**config.mk**
```make
export PLATFORM = sky130hd
export DESIGN_NAME = srct_tracker
export DESIGN_NICKNAME = d
export VERILOG_FILES = /design/src/pkg/srct_pkg.sv /design/src/verilog/srct_tracker.sv
export SDC_FILE = /design/constraint.sdc
export NUM_CORES = 2
export LEC_CHECK = 0
export BUFFER_PORTS_ARGS = -buffer_cell sky130_fd_sc_hd__clkbuf_2
export CORE_UTILIZATION = 30
export DETAILED_ROUTE_END_ITERATION = 6
export SYNTH_ARGS = -nofsm -noshare
export SYNTH_HDL_FRONTEND = slang
export SYNTH_SLANG_ARGS = --single-unit
```
**constraint.sdc**
```tcl
create_clock -name clock -period 13.3 [get_ports clock]
set_input_delay 0.665 -clock clock [delete_from_list [all_inputs] [get_ports clock]]
set_output_delay 0.665 -clock clock [all_outputs]
set_load 0.05 [all_outputs]
```
**src/pkg/srct_pkg.sv**
```systemverilog
// constants, offsets and types for the stream record class tracker
`default_nettype none
package srct_pkg;
    // bus widths
    localparam int unsigned LBA_W = 32;
    localparam int unsigned TAG_W = 16;
    localparam int unsigned NLB_W = 16;
    localparam int unsigned ADDR_W = 8;
    localparam int unsigned DATA_W = 32;
    // register byte offsets
    localparam logic [7:0] REG_STATUS    = 8'h00;
    localparam logic [7:0] REG_WRITE_UNIT = 8'h04;
    localparam logic [7:0] REG_GRANULE   = 8'h08;
    localparam logic [7:0] REG_MAX_OPEN  = 8'h0C;
    localparam logic [7:0] REG_MAX_XFER  = 8'h10;
    localparam logic [7:0] REG_RESOURCES = 8'h14;
    localparam logic [7:0] REG_LOG_SEL   = 8'h18;
    localparam logic [7:0] REG_LOG_DATA  = 8'h1C;
    localparam logic [7:0] REG_LOG_COUNT = 8'h20;
    // status field positions in the status register
    localparam int unsigned ST_STATE_LSB = 0;
    localparam int unsigned ST_COUNT_LSB = 8;
    // completion status values
    localparam logic [7:0] CPL_OK       = 8'h00;
    localparam logic [7:0] CPL_CONFLICT = 8'h80;
    // reset values
    localparam logic [15:0] RESOURCES_RST = 16'h0000;
    localparam logic [7:0]  LOG_SEL_RST   = 8'h00;
    // permitted granule sizes in megabytes and open stream limits
    localparam int unsigned GRANULE_MIN_MB = 120;
    localparam int unsigned GRANULE_MAX_MB = 4080;
    localparam int unsigned PARALLEL_MAX   = 8;
    localparam int unsigned OPEN_MIN       = 2;
    // host command codes
    typedef enum logic [2:0] {
        SRCT_ALLOCATE,
        SRCT_RELEASE_RES,
        SRCT_RELEASE_ID,
        SRCT_START_REC,
        SRCT_SEQ_WRITE,
        SRCT_SUSPEND,
        SRCT_RESUME,
        SRCT_OTHER
    } srct_cmd_t;
    // tracker states
    typedef enum logic [1:0] {
        SRCT_NORMAL,
        SRCT_READY,
        SRCT_RECORDING
    } srct_state_t;
endpackage : srct_pkg
`default_nettype wire

```
**src/verilog/srct_tracker.sv**
```systemverilog
// stream record class state tracker with parameter and status registers
//
// The implementer's own choices: the address map and the plain strobed port.
`default_nettype none
// Contract
// - after link-up the tracker sits in normal access.
// - allocate-resources moves to ready.
// - first write at a listed address opens the tag and enters recording.
// - first write at an unlisted address opens nothing.
// - further allocations add resources without changing state.
// - release-identifier of an open tag drops it and decrements count.
// - count reaching zero returns recording to ready.
// - release-resources drops all tags and goes to normal.
// - one queue in ready/recording; extra queues only drop guarantees.
// - read throughput guaranteed only in ready and recording.
// - write unit reported as 4, 5 or 6 MB.
// - granule reported in write units, 120 to 4080 MB.
// - granule is a multiple of the cluster size.
// - max open streams at least 2; at most 8 guaranteed.
// - max transfer size not below write unit.
// - valid suspend address is last write start plus length.
// - bad suspend address or granule boundary rejects with 80h, log kept.
module srct_tracker #(
    parameter int unsigned WU_MB         = 4,
    parameter int unsigned GRANULE_WU    = 30,
    parameter int unsigned CLUSTER_MB    = 8,
    parameter int unsigned MAX_OPEN      = 8,
    parameter int unsigned MAX_XFER_MB   = 4,
    parameter int unsigned BLOCKS_PER_MB = 128
) (
    // clock and reset
    input  wire logic                           clock,
    input  wire logic                           rst_b,
    // host command port
    input  wire logic                           cmd_valid,
    input  wire srct_pkg::srct_cmd_t            cmd_code,
    input  wire logic                           cmd_first,
    input  wire logic                           cmd_last,
    input  wire logic [srct_pkg::TAG_W-1:0]     cmd_tag,
    input  wire logic [srct_pkg::LBA_W-1:0]     cmd_lba,
    input  wire logic [srct_pkg::NLB_W-1:0]     cmd_nlb,
    input  wire logic [7:0]                     cmd_resources,
    input  wire logic                           multi_queue,
    // completion
    output logic                                cpl_valid,
    output logic [7:0]                          cpl_status,
    // guarantees
    output logic                                write_guaranteed,
    output logic                                read_guaranteed,
    // register port
    input  wire logic [srct_pkg::ADDR_W-1:0]    reg_addr,
    input  wire logic [srct_pkg::DATA_W-1:0]    reg_wdata,
    input  wire logic                           reg_wr,
    input  wire logic                           reg_rd,
    output logic [srct_pkg::DATA_W-1:0]         reg_rdata
);
    localparam int unsigned CNT_W = $clog2(MAX_OPEN + 1);
    localparam int unsigned IDX_W = (MAX_OPEN > 1) ? $clog2(MAX_OPEN) : 1;
    localparam logic [31:0] WU_BLK = 32'(WU_MB * BLOCKS_PER_MB);
    localparam logic [31:0] GR_BLK = 32'(GRANULE_WU) * WU_BLK;
    localparam int unsigned GR_MB  = GRANULE_WU * WU_MB;

    // elaboration check of reported parameters
    // write unit set
    if (WU_MB < 4 || WU_MB > 6)
        $error("write unit must be 4, 5 or 6 MB");
    if (GR_MB < srct_pkg::GRANULE_MIN_MB ||
        GR_MB > srct_pkg::GRANULE_MAX_MB)
        $error("granule size out of range");
    if (CLUSTER_MB == 0 || (GR_MB % CLUSTER_MB) != 0)
        $error("granule not a multiple of cluster");
    if (MAX_OPEN < srct_pkg::OPEN_MIN ||
        MAX_OPEN > srct_pkg::PARALLEL_MAX)
        $error("max open streams must be 2 to 8");
    if (MAX_XFER_MB < WU_MB)
        $error("max transfer below write unit");

    srct_pkg::srct_state_t              state_q;
    logic [CNT_W-1:0]                   open_count_q;
    logic [MAX_OPEN-1:0]                slot_v_q;
    logic [srct_pkg::TAG_W-1:0]         slot_tag_q [MAX_OPEN];
    logic [srct_pkg::LBA_W-1:0]         slot_end_q [MAX_OPEN];
    logic [MAX_OPEN-1:0]                list_v_q;
    logic [srct_pkg::LBA_W-1:0]         list_a_q   [MAX_OPEN];
    logic [srct_pkg::LBA_W-1:0]         pend_a_q   [MAX_OPEN];
    logic [CNT_W-1:0]                   pend_n_q;
    logic                               pend_bad_q;
    logic [srct_pkg::LBA_W-1:0]         log_a_q    [MAX_OPEN];
    logic [CNT_W-1:0]                   log_n_q;
    logic [15:0]                        resources_q;
    logic [7:0]                         log_sel_q;

    // command decode
    logic is_wr;
    logic is_rel_id;
    logic is_list;
    logic is_susp;
    logic is_rel;
    assign is_wr     = cmd_valid && cmd_code == srct_pkg::SRCT_SEQ_WRITE;
    assign is_rel_id = cmd_valid && cmd_code == srct_pkg::SRCT_RELEASE_ID;
    assign is_list   = cmd_valid && state_q != srct_pkg::SRCT_NORMAL &&
                       (cmd_code == srct_pkg::SRCT_START_REC ||
                        cmd_code == srct_pkg::SRCT_RESUME);
    assign is_susp   = cmd_valid && cmd_code == srct_pkg::SRCT_SUSPEND;
    assign is_rel    = cmd_valid && cmd_code == srct_pkg::SRCT_RELEASE_RES;

    // tag, free slot, list and suspend point lookup
    logic             tag_hit;
    logic [IDX_W-1:0] tag_idx;
    logic             free_hit;
    logic [IDX_W-1:0] free_idx;
    logic             list_hit;
    logic [IDX_W-1:0] list_idx;
    logic             end_hit;
    logic             list_room;
    logic [IDX_W-1:0] list_free;
    always_comb
    begin
        tag_hit   = 1'b0;
        tag_idx   = '0;
        free_hit  = 1'b0;
        free_idx  = '0;
        list_hit  = 1'b0;
        list_idx  = '0;
        end_hit   = 1'b0;
        list_room = 1'b0;
        list_free = '0;
        for (int i = MAX_OPEN - 1; i >= 0; i--)
        begin
            if (slot_v_q[i] && slot_tag_q[i] == cmd_tag)
            begin
                tag_hit = 1'b1;
                tag_idx = IDX_W'(i);
            end
            if (!slot_v_q[i])
            begin
                free_hit = 1'b1;
                free_idx = IDX_W'(i);
            end
            if (list_v_q[i] && list_a_q[i] == cmd_lba)
            begin
                list_hit = 1'b1;
                list_idx = IDX_W'(i);
            end
            if (slot_v_q[i] && slot_end_q[i] == cmd_lba)
                end_hit = 1'b1;
            if (!list_v_q[i])
            begin
                list_room = 1'b1;
                list_free = IDX_W'(i);
            end
        end
    end

    // first write at listed address opens a tag
    logic opening;
    assign opening = is_wr && state_q != srct_pkg::SRCT_NORMAL &&
                     !tag_hit && list_hit && free_hit;
    // release of an open tag, others ignored
    logic closing;
    assign closing = is_rel_id && tag_hit;

    // suspend address check, write unit alignment
    logic susp_ok;
    assign susp_ok = end_hit && (cmd_lba % GR_BLK) != 32'h0000_0000 &&
                     (cmd_lba % WU_BLK) == 32'h0000_0000;

    // state machine
    always_ff @(posedge clock or negedge rst_b)
    begin
        if (!rst_b)
            state_q <= srct_pkg::SRCT_NORMAL;
        else if (cmd_valid)
        begin
            unique case (cmd_code)
                srct_pkg::SRCT_ALLOCATE:
                    if (state_q == srct_pkg::SRCT_NORMAL)
                        state_q <= srct_pkg::SRCT_READY;
                srct_pkg::SRCT_RELEASE_RES:
                    state_q <= srct_pkg::SRCT_NORMAL;
                srct_pkg::SRCT_RELEASE_ID:
                    if (closing && open_count_q == CNT_W'(1))
                        state_q <= srct_pkg::SRCT_READY;
                srct_pkg::SRCT_SEQ_WRITE:
                    if (opening)
                        state_q <= srct_pkg::SRCT_RECORDING;
                default:
                    state_q <= state_q;
            endcase
        end
    end

    // open stream count
    always_ff @(posedge clock or negedge rst_b)
    begin
        if (!rst_b)
            open_count_q <= '0;
        else if (is_rel)
            open_count_q <= '0;
        else if (opening)
            open_count_q <= open_count_q + CNT_W'(1);
        else if (closing)
            open_count_q <= open_count_q - CNT_W'(1);
    end

    // open tag slots and the end of each tag's last write
    always_ff @(posedge clock or negedge rst_b)
    begin
        if (!rst_b)
            slot_v_q <= '0;
        else if (is_rel)
            slot_v_q <= '0;
        else if (opening)
            slot_v_q[free_idx] <= 1'b1;
        else if (closing)
            slot_v_q[tag_idx] <= 1'b0;
    end

    always_ff @(posedge clock)
    begin
        if (opening)
        begin
            slot_tag_q[free_idx] <= cmd_tag;
            slot_end_q[free_idx] <= cmd_lba + srct_pkg::LBA_W'(cmd_nlb);
        end
        else if (is_wr && tag_hit)
            slot_end_q[tag_idx] <= cmd_lba + srct_pkg::LBA_W'(cmd_nlb);
    end

    // unlisted first write leaves the list untouched
    // resume and start-recording both load listed addresses
    always_ff @(posedge clock or negedge rst_b)
    begin
        if (!rst_b)
            list_v_q <= '0;
        else if (is_rel)
            list_v_q <= '0;
        else if (is_list && cmd_first)
        begin
            list_v_q    <= '0;
            list_v_q[0] <= 1'b1;
        end
        else if (is_list && list_room)
            list_v_q[list_free] <= 1'b1;
        // each listed address opens one tag
        else if (opening)
            list_v_q[list_idx] <= 1'b0;
    end

    always_ff @(posedge clock)
    begin
        if (is_list && cmd_first)
            list_a_q[0] <= cmd_lba;
        else if (is_list && list_room)
            list_a_q[list_free] <= cmd_lba;
    end

    // suspend staging, committed only if all pass
    logic [CNT_W-1:0] pend_base;
    logic             pend_bad;
    logic             susp_accept;
    assign pend_base   = cmd_first ? '0 : pend_n_q;
    assign pend_bad    = (cmd_first ? 1'b0 : pend_bad_q) || !susp_ok ||
                         pend_base == CNT_W'(MAX_OPEN);
    assign susp_accept = is_susp && cmd_last && !pend_bad;

    always_ff @(posedge clock or negedge rst_b)
    begin
        if (!rst_b)
        begin
            pend_n_q   <= '0;
            pend_bad_q <= 1'b0;
        end
        else if (is_susp)
        begin
            pend_n_q   <= pend_bad ? pend_base : pend_base + CNT_W'(1);
            pend_bad_q <= pend_bad;
        end
    end

    always_ff @(posedge clock)
    begin
        if (is_susp && !pend_bad)
            pend_a_q[pend_base[IDX_W-1:0]] <= cmd_lba;
    end

    // log replaced only on accepted suspend
    always_ff @(posedge clock or negedge rst_b)
    begin
        if (!rst_b)
            log_n_q <= '0;
        else if (susp_accept)
            log_n_q <= pend_base + CNT_W'(1);
    end

    always_ff @(posedge clock)
    begin
        if (susp_accept)
        begin
            for (int i = 0; i < MAX_OPEN; i++)
            begin
                if (CNT_W'(i) < pend_base)
                    log_a_q[i] <= pend_a_q[i];
            end
            log_a_q[pend_base[IDX_W-1:0]] <= cmd_lba;
        end
    end

    // completion for every command
    always_ff @(posedge clock or negedge rst_b)
    begin
        if (!rst_b)
        begin
            cpl_valid  <= 1'b0;
            cpl_status <= srct_pkg::CPL_OK;
        end
        else
        begin
            cpl_valid  <= cmd_valid;
            cpl_status <= (is_susp && cmd_last && pend_bad) ?
                          srct_pkg::CPL_CONFLICT : srct_pkg::CPL_OK;
        end
    end

    always_ff @(posedge clock or negedge rst_b)
    begin
        if (!rst_b)
            resources_q <= srct_pkg::RESOURCES_RST;
        else if (is_rel)
            resources_q <= srct_pkg::RESOURCES_RST;
        else if (cmd_valid && cmd_code == srct_pkg::SRCT_ALLOCATE)
            resources_q <= resources_q + {8'h00, cmd_resources};
    end

    // guarantees
    always_ff @(posedge clock or negedge rst_b)
    begin
        if (!rst_b)
        begin
            write_guaranteed <= 1'b0;
            read_guaranteed  <= 1'b0;
        end
        else
        begin
            // extra queues drop guarantees without error
            write_guaranteed <= state_q == srct_pkg::SRCT_RECORDING &&
                                !multi_queue;
            read_guaranteed  <= state_q != srct_pkg::SRCT_NORMAL &&
                                !multi_queue;
        end
    end

    // log selector written by software
    always_ff @(posedge clock or negedge rst_b)
    begin
        if (!rst_b)
            log_sel_q <= srct_pkg::LOG_SEL_RST;
        else if (reg_wr && reg_addr == srct_pkg::REG_LOG_SEL)
            log_sel_q <= reg_wdata[7:0];
    end

    // register read, data one cycle after the strobe
    always_ff @(posedge clock or negedge rst_b)
    begin
        if (!rst_b)
            reg_rdata <= '0;
        else if (reg_rd)
        begin
            unique case (reg_addr)
                srct_pkg::REG_STATUS:
                    reg_rdata <= (32'(state_q) << srct_pkg::ST_STATE_LSB) |
                                 (32'(open_count_q) << srct_pkg::ST_COUNT_LSB);
                srct_pkg::REG_WRITE_UNIT: reg_rdata <= WU_BLK;
                srct_pkg::REG_GRANULE:   reg_rdata <= 32'(GRANULE_WU);
                srct_pkg::REG_MAX_OPEN:  reg_rdata <= 32'(MAX_OPEN);
                srct_pkg::REG_MAX_XFER:
                    reg_rdata <= 32'(MAX_XFER_MB * BLOCKS_PER_MB);
                srct_pkg::REG_RESOURCES: reg_rdata <= 32'(resources_q);
                srct_pkg::REG_LOG_SEL:   reg_rdata <= 32'(log_sel_q);
                srct_pkg::REG_LOG_DATA:
                    reg_rdata <= (32'(log_sel_q) < 32'(log_n_q)) ?
                                 log_a_q[log_sel_q[IDX_W-1:0]] : '0;
                srct_pkg::REG_LOG_COUNT: reg_rdata <= 32'(log_n_q);
                default:                 reg_rdata <= '0;
            endcase
        end
        else
            reg_rdata <= '0;
    end
endmodule : srct_tracker
`default_nettype wire
```
# Word-level counts from Yosys, hierarchy flattened
# Memory sizes are Yosys's and may differ from the RTL's.
# Cells that the tools add are included.
# W data, S select, Z words.
[word_totals] ff_bits=98 ramBits=1152 inputBits=123 output_inout_bits=43 elab_cells=314 memories=5
[memory_table] memory="list_a_q" depth=8 width=32 read_ports=8 rd_ports_with_merged_regs=0 wr=1 line="srct_tracker.sv:84" rtl="logic [srct_pkg::LBA_W-1:0] list_a_q [MAX_OPEN];"
[memory_table] memory="log_a_q" depth=8 width=32 read_ports=1 rd_ports_with_merged_regs=0 wr=9 line="srct_tracker.sv:88" rtl="logic [srct_pkg::LBA_W-1:0] log_a_q [MAX_OPEN];"
[memory_table] memory="pend_a_q" depth=8 width=32 read_ports=8 rd_ports_with_merged_regs=0 wr=1 line="srct_tracker.sv:85" rtl="logic [srct_pkg::LBA_W-1:0] pend_a_q [MAX_OPEN];"
[memory_table] memory="slot_end_q" depth=8 width=32 read_ports=8 rd_ports_with_merged_regs=0 wr=1 line="srct_tracker.sv:82" rtl="logic [srct_pkg::LBA_W-1:0] slot_end_q [MAX_OPEN];"
[memory_table] memory="slot_tag_q" depth=8 width=16 read_ports=8 rd_ports_with_merged_regs=0 wr=1 line="srct_tracker.sv:81" rtl="logic [srct_pkg::TAG_W-1:0] slot_tag_q [MAX_OPEN];"
[op_classes] n_addsub=5 div=1 order_cmp=17 n_eq_ne=44 n_mux=147 n_bitwise=7 n_reduce_logical=74
[ops] operator="$eq A32 B32 Y1" n=16
[ops] operator="$pmux W32 S8" n=1
[ops] operator="$eq A16 B16 Y1" n=8
[ops] operator="$mux W32" n=4
[ops] operator="$mux W3" n=34
[ops] operator="$mux W1" n=85
[ops] operator="$mux W8" n=8
[ops] operator="$reduce_or A32 Y1" n=2
[ops] operator="$logic_and A1 B1 Y1" n=53
[ops] operator="$add A32 B16 Y32" n=1
[ops] operator="$eq A8 B5 Y1 const B" n=4
[ops] operator="$logic_not A32 Y1" n=1
[ops] operator="$mod A32 B14 Y32 const B" n=1
[ops] operator="$mux W16" n=2
[ops] operator="$reduce_bool A32 Y1" n=1
[ops] operator="$mux W4" n=5
[ops] operator="$add A16 B8 Y16" n=1
[ops] operator="$and A8 B8 Y8" n=2
[ops] operator="$eq A8 B4 Y1 const B" n=2
[ops] operator="$lt A3 B4 Y1 const A" n=4
[ops] operator="$lt A3 B4 Y1 const B" n=4
[ops] operator="$not A8 Y8" n=2
[ops] operator="$or A8 B8 Y8" n=2
[ops] operator="$demux W1 S3" n=4
[ops] operator="other kinds (29)" n=48

# Longest topological paths before layout
[logic_depth] word_depth=20 depth_mapped=36 depth_no_buf=29

# Worst setup path after synthesis
# OpenSTA, ideal clock, no wires.
[synth_timing] path_type="input port to flip-flop" start="input cmd_lba[31] (netlist bit)" end="memory log_a_q[4][0] (netlist bit) (enable)" setup_time_ns=0.461 arrival_time_ns=10.270 required_ns=12.839 setup_slack_ns=2.569 path_stages=33 n_path_buf=5 path_cell_list="buf_2 and3_4 a32o_1 or2_1 buf_2 a311o_2 a2111oi_4 or2_1 nor3_1 and4_4 o21a_1 or3_1 or4_4 a21boi_2 mux2i_1 buf_2 o211ai_1 a22o_1 o311ai_2 nor3b_2 and4b_1 o31ai_1 a21oi_1 nor3b_2 mux2i_1 o31ai_1 a2111o_1 xnor2_1 o211ai_2 nand3_4 buf_8 clkbuf_1 nor3_1"
[synth_lines] element="from (decl)" line="srct_tracker.sv:40" rtl="input wire logic [srct_pkg::LBA_W-1:0] cmd_lba,"
[synth_lines] element="to (decl)" line="srct_tracker.sv:88"

==> results.md <==
- Final std cells w/o fill: around 6600
- Yosys reg bits: 1243
- Worst setup EP type: flop
- DRT antenna net count: 0
- Layout cell share with drive strength beyond 1: 0.1802
- Post-CTS setup buffers: 0
- Die width: 435.5 um
- Dominant synthesized flop cell: edfxtp_1
- Global-route wire length before repair: around 230 mm
- WP data arrival: around 12 ns
- Starting DRC count in detailed routing: a little over 3000
- GR Overflow Total: 0
- DRT Pass-1 Iters: 5
- Cell mode on critical path: a21oi_1
- Syn Area/Cell: about 15 um^2
- Vias in the first global route: 32950
- Post-Route WL: 157.5 mm
- Worst VDD drop: 109.3 uV
- Antenna violations before repair: 12
- Tmin final: between 10 and 15 ns
- Final setup viols: 0
- Syn Inst Count: ~3800
- I/O pin cnt: around 170
- Clk buf depth: 3
- Max-cap viol count: 0
- Synthesis-to-finish area growth: 14.16%
- CTS tree: yes
- Ys Warns: 0
- Placed cells: ~6400
- Port buffer count: between 100 and 150
- Worst-case clock skew: between 0.04 and 0.05 ns
- Slowest CP cell: nor2_4
- Achievable Freq: about 90 MHz
- Clock Latency Late Sink: approximately 0.76 ns
- Main area contributors after synthesis: edfxtp_1 (61%), xnor2_1 (6.6%), xor2_1 (4.2%)
- Routed wire per std cell: around 24 um
- Register area share after synthesis: 0.6539
- List of most frequent post-synthesis cells: edfxtp_1 (1152), xnor2_1 (423), xor2_1 (273), nand2_1 (186), nor2_1 (161)
- Core area: roughly 190000 um^2
- All-layer global routing usage: 0.1626
- Largest net degree at the start of global routing: 48
- Clk root buf: clkbuf_16
- CP Class: in -> reg
- H-tree depth: 3
- Die Ht: about 440 um
- Worst-margin pin slew: approximately 1.2 ns
- RSZ-0062 raised after global routing: false
- Initial Utilization: 0.3031
- Worst slew margin: 0.2001
- Synth cell types: 112
- Pwr dens: 136.1 nW/um^2
- Period utilization: 0.8327
- Hpwl dp: about 100 mm
- Cell Area, Synth: 56380 um^2
- Final Max Tran Viols: 0
- Final Wtd Congestion: ~0.9
- Final Util: 0.3460
- DR DRC count: 0
- Worst setup SP type: input pin
- Final hold vios: 0
- Vias per Instance: between 5 and 6
- Post-route cell area: roughly 64000 um^2
- Clock sinks: roughly 1200
- CTS buffer count: 120
- Vias: around 33000
- Area share of the largest cell type after synthesis: 0.6135
- Clock Pin Slew Worst Setup and Hold Paths: 0.06 ns
- Largest area contributor in the netlist: edfxtp_1
- # rows: approximately 160
- Share of synthesized registers carrying an async set or reset: 0.07321
- Die footprint: approximately 190000 um^2
- Most frequent cell after synthesis: edfxtp_1
- Nets: 4168
- Hold WC Path Type: in -> reg
- Leakage dissipation: 20.79 nW
- Placed cell area: ~60000 um^2
- CP peak stage delay: approximately 0.8 ns
- Smallest hold slack: approximately 0.082 ns
- Critical Path Fanout Max: 31
- Post-synth EDFFs: about 1200
- Sum of negative setup slack: 0 ns
- Status: finished clean
- Worst Path Required: approximately 14 ns
-- layout by cell type (no fill, tap or decap), types with 23 or more instances in the layout --
master     instances
inv_1             51
clkbuf_16        121
edfxtp_1        1152
nand2_1          186
a21oi_1           73
xnor2_1          411
nor4_1           103
dfrtp_1           88
clkinv_2          24
nor2_4            25
buf_4            115
mux2_2           142
nor3_1            44
mux4_2            64
xor2_1           271
clkinv_1          39
ha_1              32
clkbuf_1          25
nor2_1           144
nand4_1           94
mux2_1            52
nand3_1           67
o21ai_0           49
mux2i_1           23
nand2b_1          29
nor2b_1           94
clkbuf_2         126
-- stage by stage --
step / power (W) / worst slack [ns]
2_1_floorplan: 0.005148 / 2.569
6_report: 0.008763 / 2.226
5_1_grt: 0.009051 / 1.370
3_3_place_gp: 0.005509 / 1.741
4_1_cts: 0.008807 / 2.398
3_5_place_dp: 0.005520 / 1.581
-- timing repair --
action                                 4_1_cts  5_1_grt
setup endpoints to repair                    0        0
resized for setup                            0        0
endpoints found under the hold margin       46        0
hold buffers                                 1        0
-- worst max-delay path: cells and delay by family --
kind | cells | cell delay [ns]
AO/OA/AOI/OAI | 18 | 5.34
AND/OR/NAND/NOR | 8 | 3.07
buffers and inverters | 3 | 1.50
multiplexers | 2 | 0.91
-- metal layers --
metal | GRT usage | up-vias | share of wire
met3 | 0.01844 | 212 | 0.054
met1 | 0.2149 | 17180 | 0.43
met2 | 0.2749 | 1093 | 0.49
met5 | 0 | - | 0.000083
li1 | - | 14740 | -
met4 | 0.05770 | 2 | 0.032
-- state kept, by name, summed over array words and instances (netlist names), 4 cells and up --
| register | flops |
|---|---|
| list_a_q | 256 |
| resources_q | 16 |
| slot_end_q | 256 |
| open_count_q | 4 |
| slot_v_q | 8 |
| slot_tag_q | 128 |
| list_v_q | 8 |
| log_n_q | 4 |
| reg_rdata | 32 |
| log_sel_q | 8 |
| pend_n_q | 4 |
| log_a_q | 256 |
| pend_a_q | 256 |
-- cell type report --
type / instances / area, um^2
Sequential cell: 1243 / 36880
Clock inverter: 78 / 650.6
Antenna cell: 5 / 12.51
Timing Repair Buffer: 250 / 1574
Tap cell: 2480 / 3103
Fill cell: 17730 / 121700
Inverter: 51 / 191.4
Clock buffer: 146 / 3122
Multi-Input combinational cell: 2345 / 18830
-- power breakdown --
group	switching (W)	leakage (nW)	internal, W
Combinational	0.000734	7.37	0.000376
Clock	0.00149	1.84	0.00182
Sequential	0.0000329	11.6	0.00430
Total	0.00226	20.8	0.00650
-- final timing paths --
| kind | to | slack [ns] | from | cells after the start |
|---|---|---|---|---|
| setup / recovery | log_a_q[4][9] | 2.23 | cmd_lba[26] | 31 |
| hold / removal | read_guaranteed | 0.08 | multi_queue | 2 |
| setup reg to reg | log_a_q[4][9] | 7.91 | slot_end_q[5][13] | 11 |
| hold reg to reg | pend_bad_q | 0.50 | pend_bad_q | 1 |
| max in group asynchronous | slot_v_q[3] | 11.63 | rst_b | 3 |
| min in group asynchronous | read_guaranteed | 0.47 | rst_b | 2 |
-- cell families (layout without fill, tap and decap cells) --
kind of cell / count (synthesis) / in the layout / synth area share
XOR/XNOR: 696 / 696 / 0.1081
buffers and inverters: 245 / 525 / 0.01877
adder cells (fa/ha/maj): 36 / 36 / 0.008188
AO/OA/AOI/OAI: 363 / 363 / 0.04665
other: 1 / 12 / 0.00006651
AND/OR/NAND/NOR: 945 / 945 / 0.09136
multiplexers: 298 / 298 / 0.07292
flip-flops: 1243 / 1243 / 0.6539
Power figures use the tool's default switching activity.
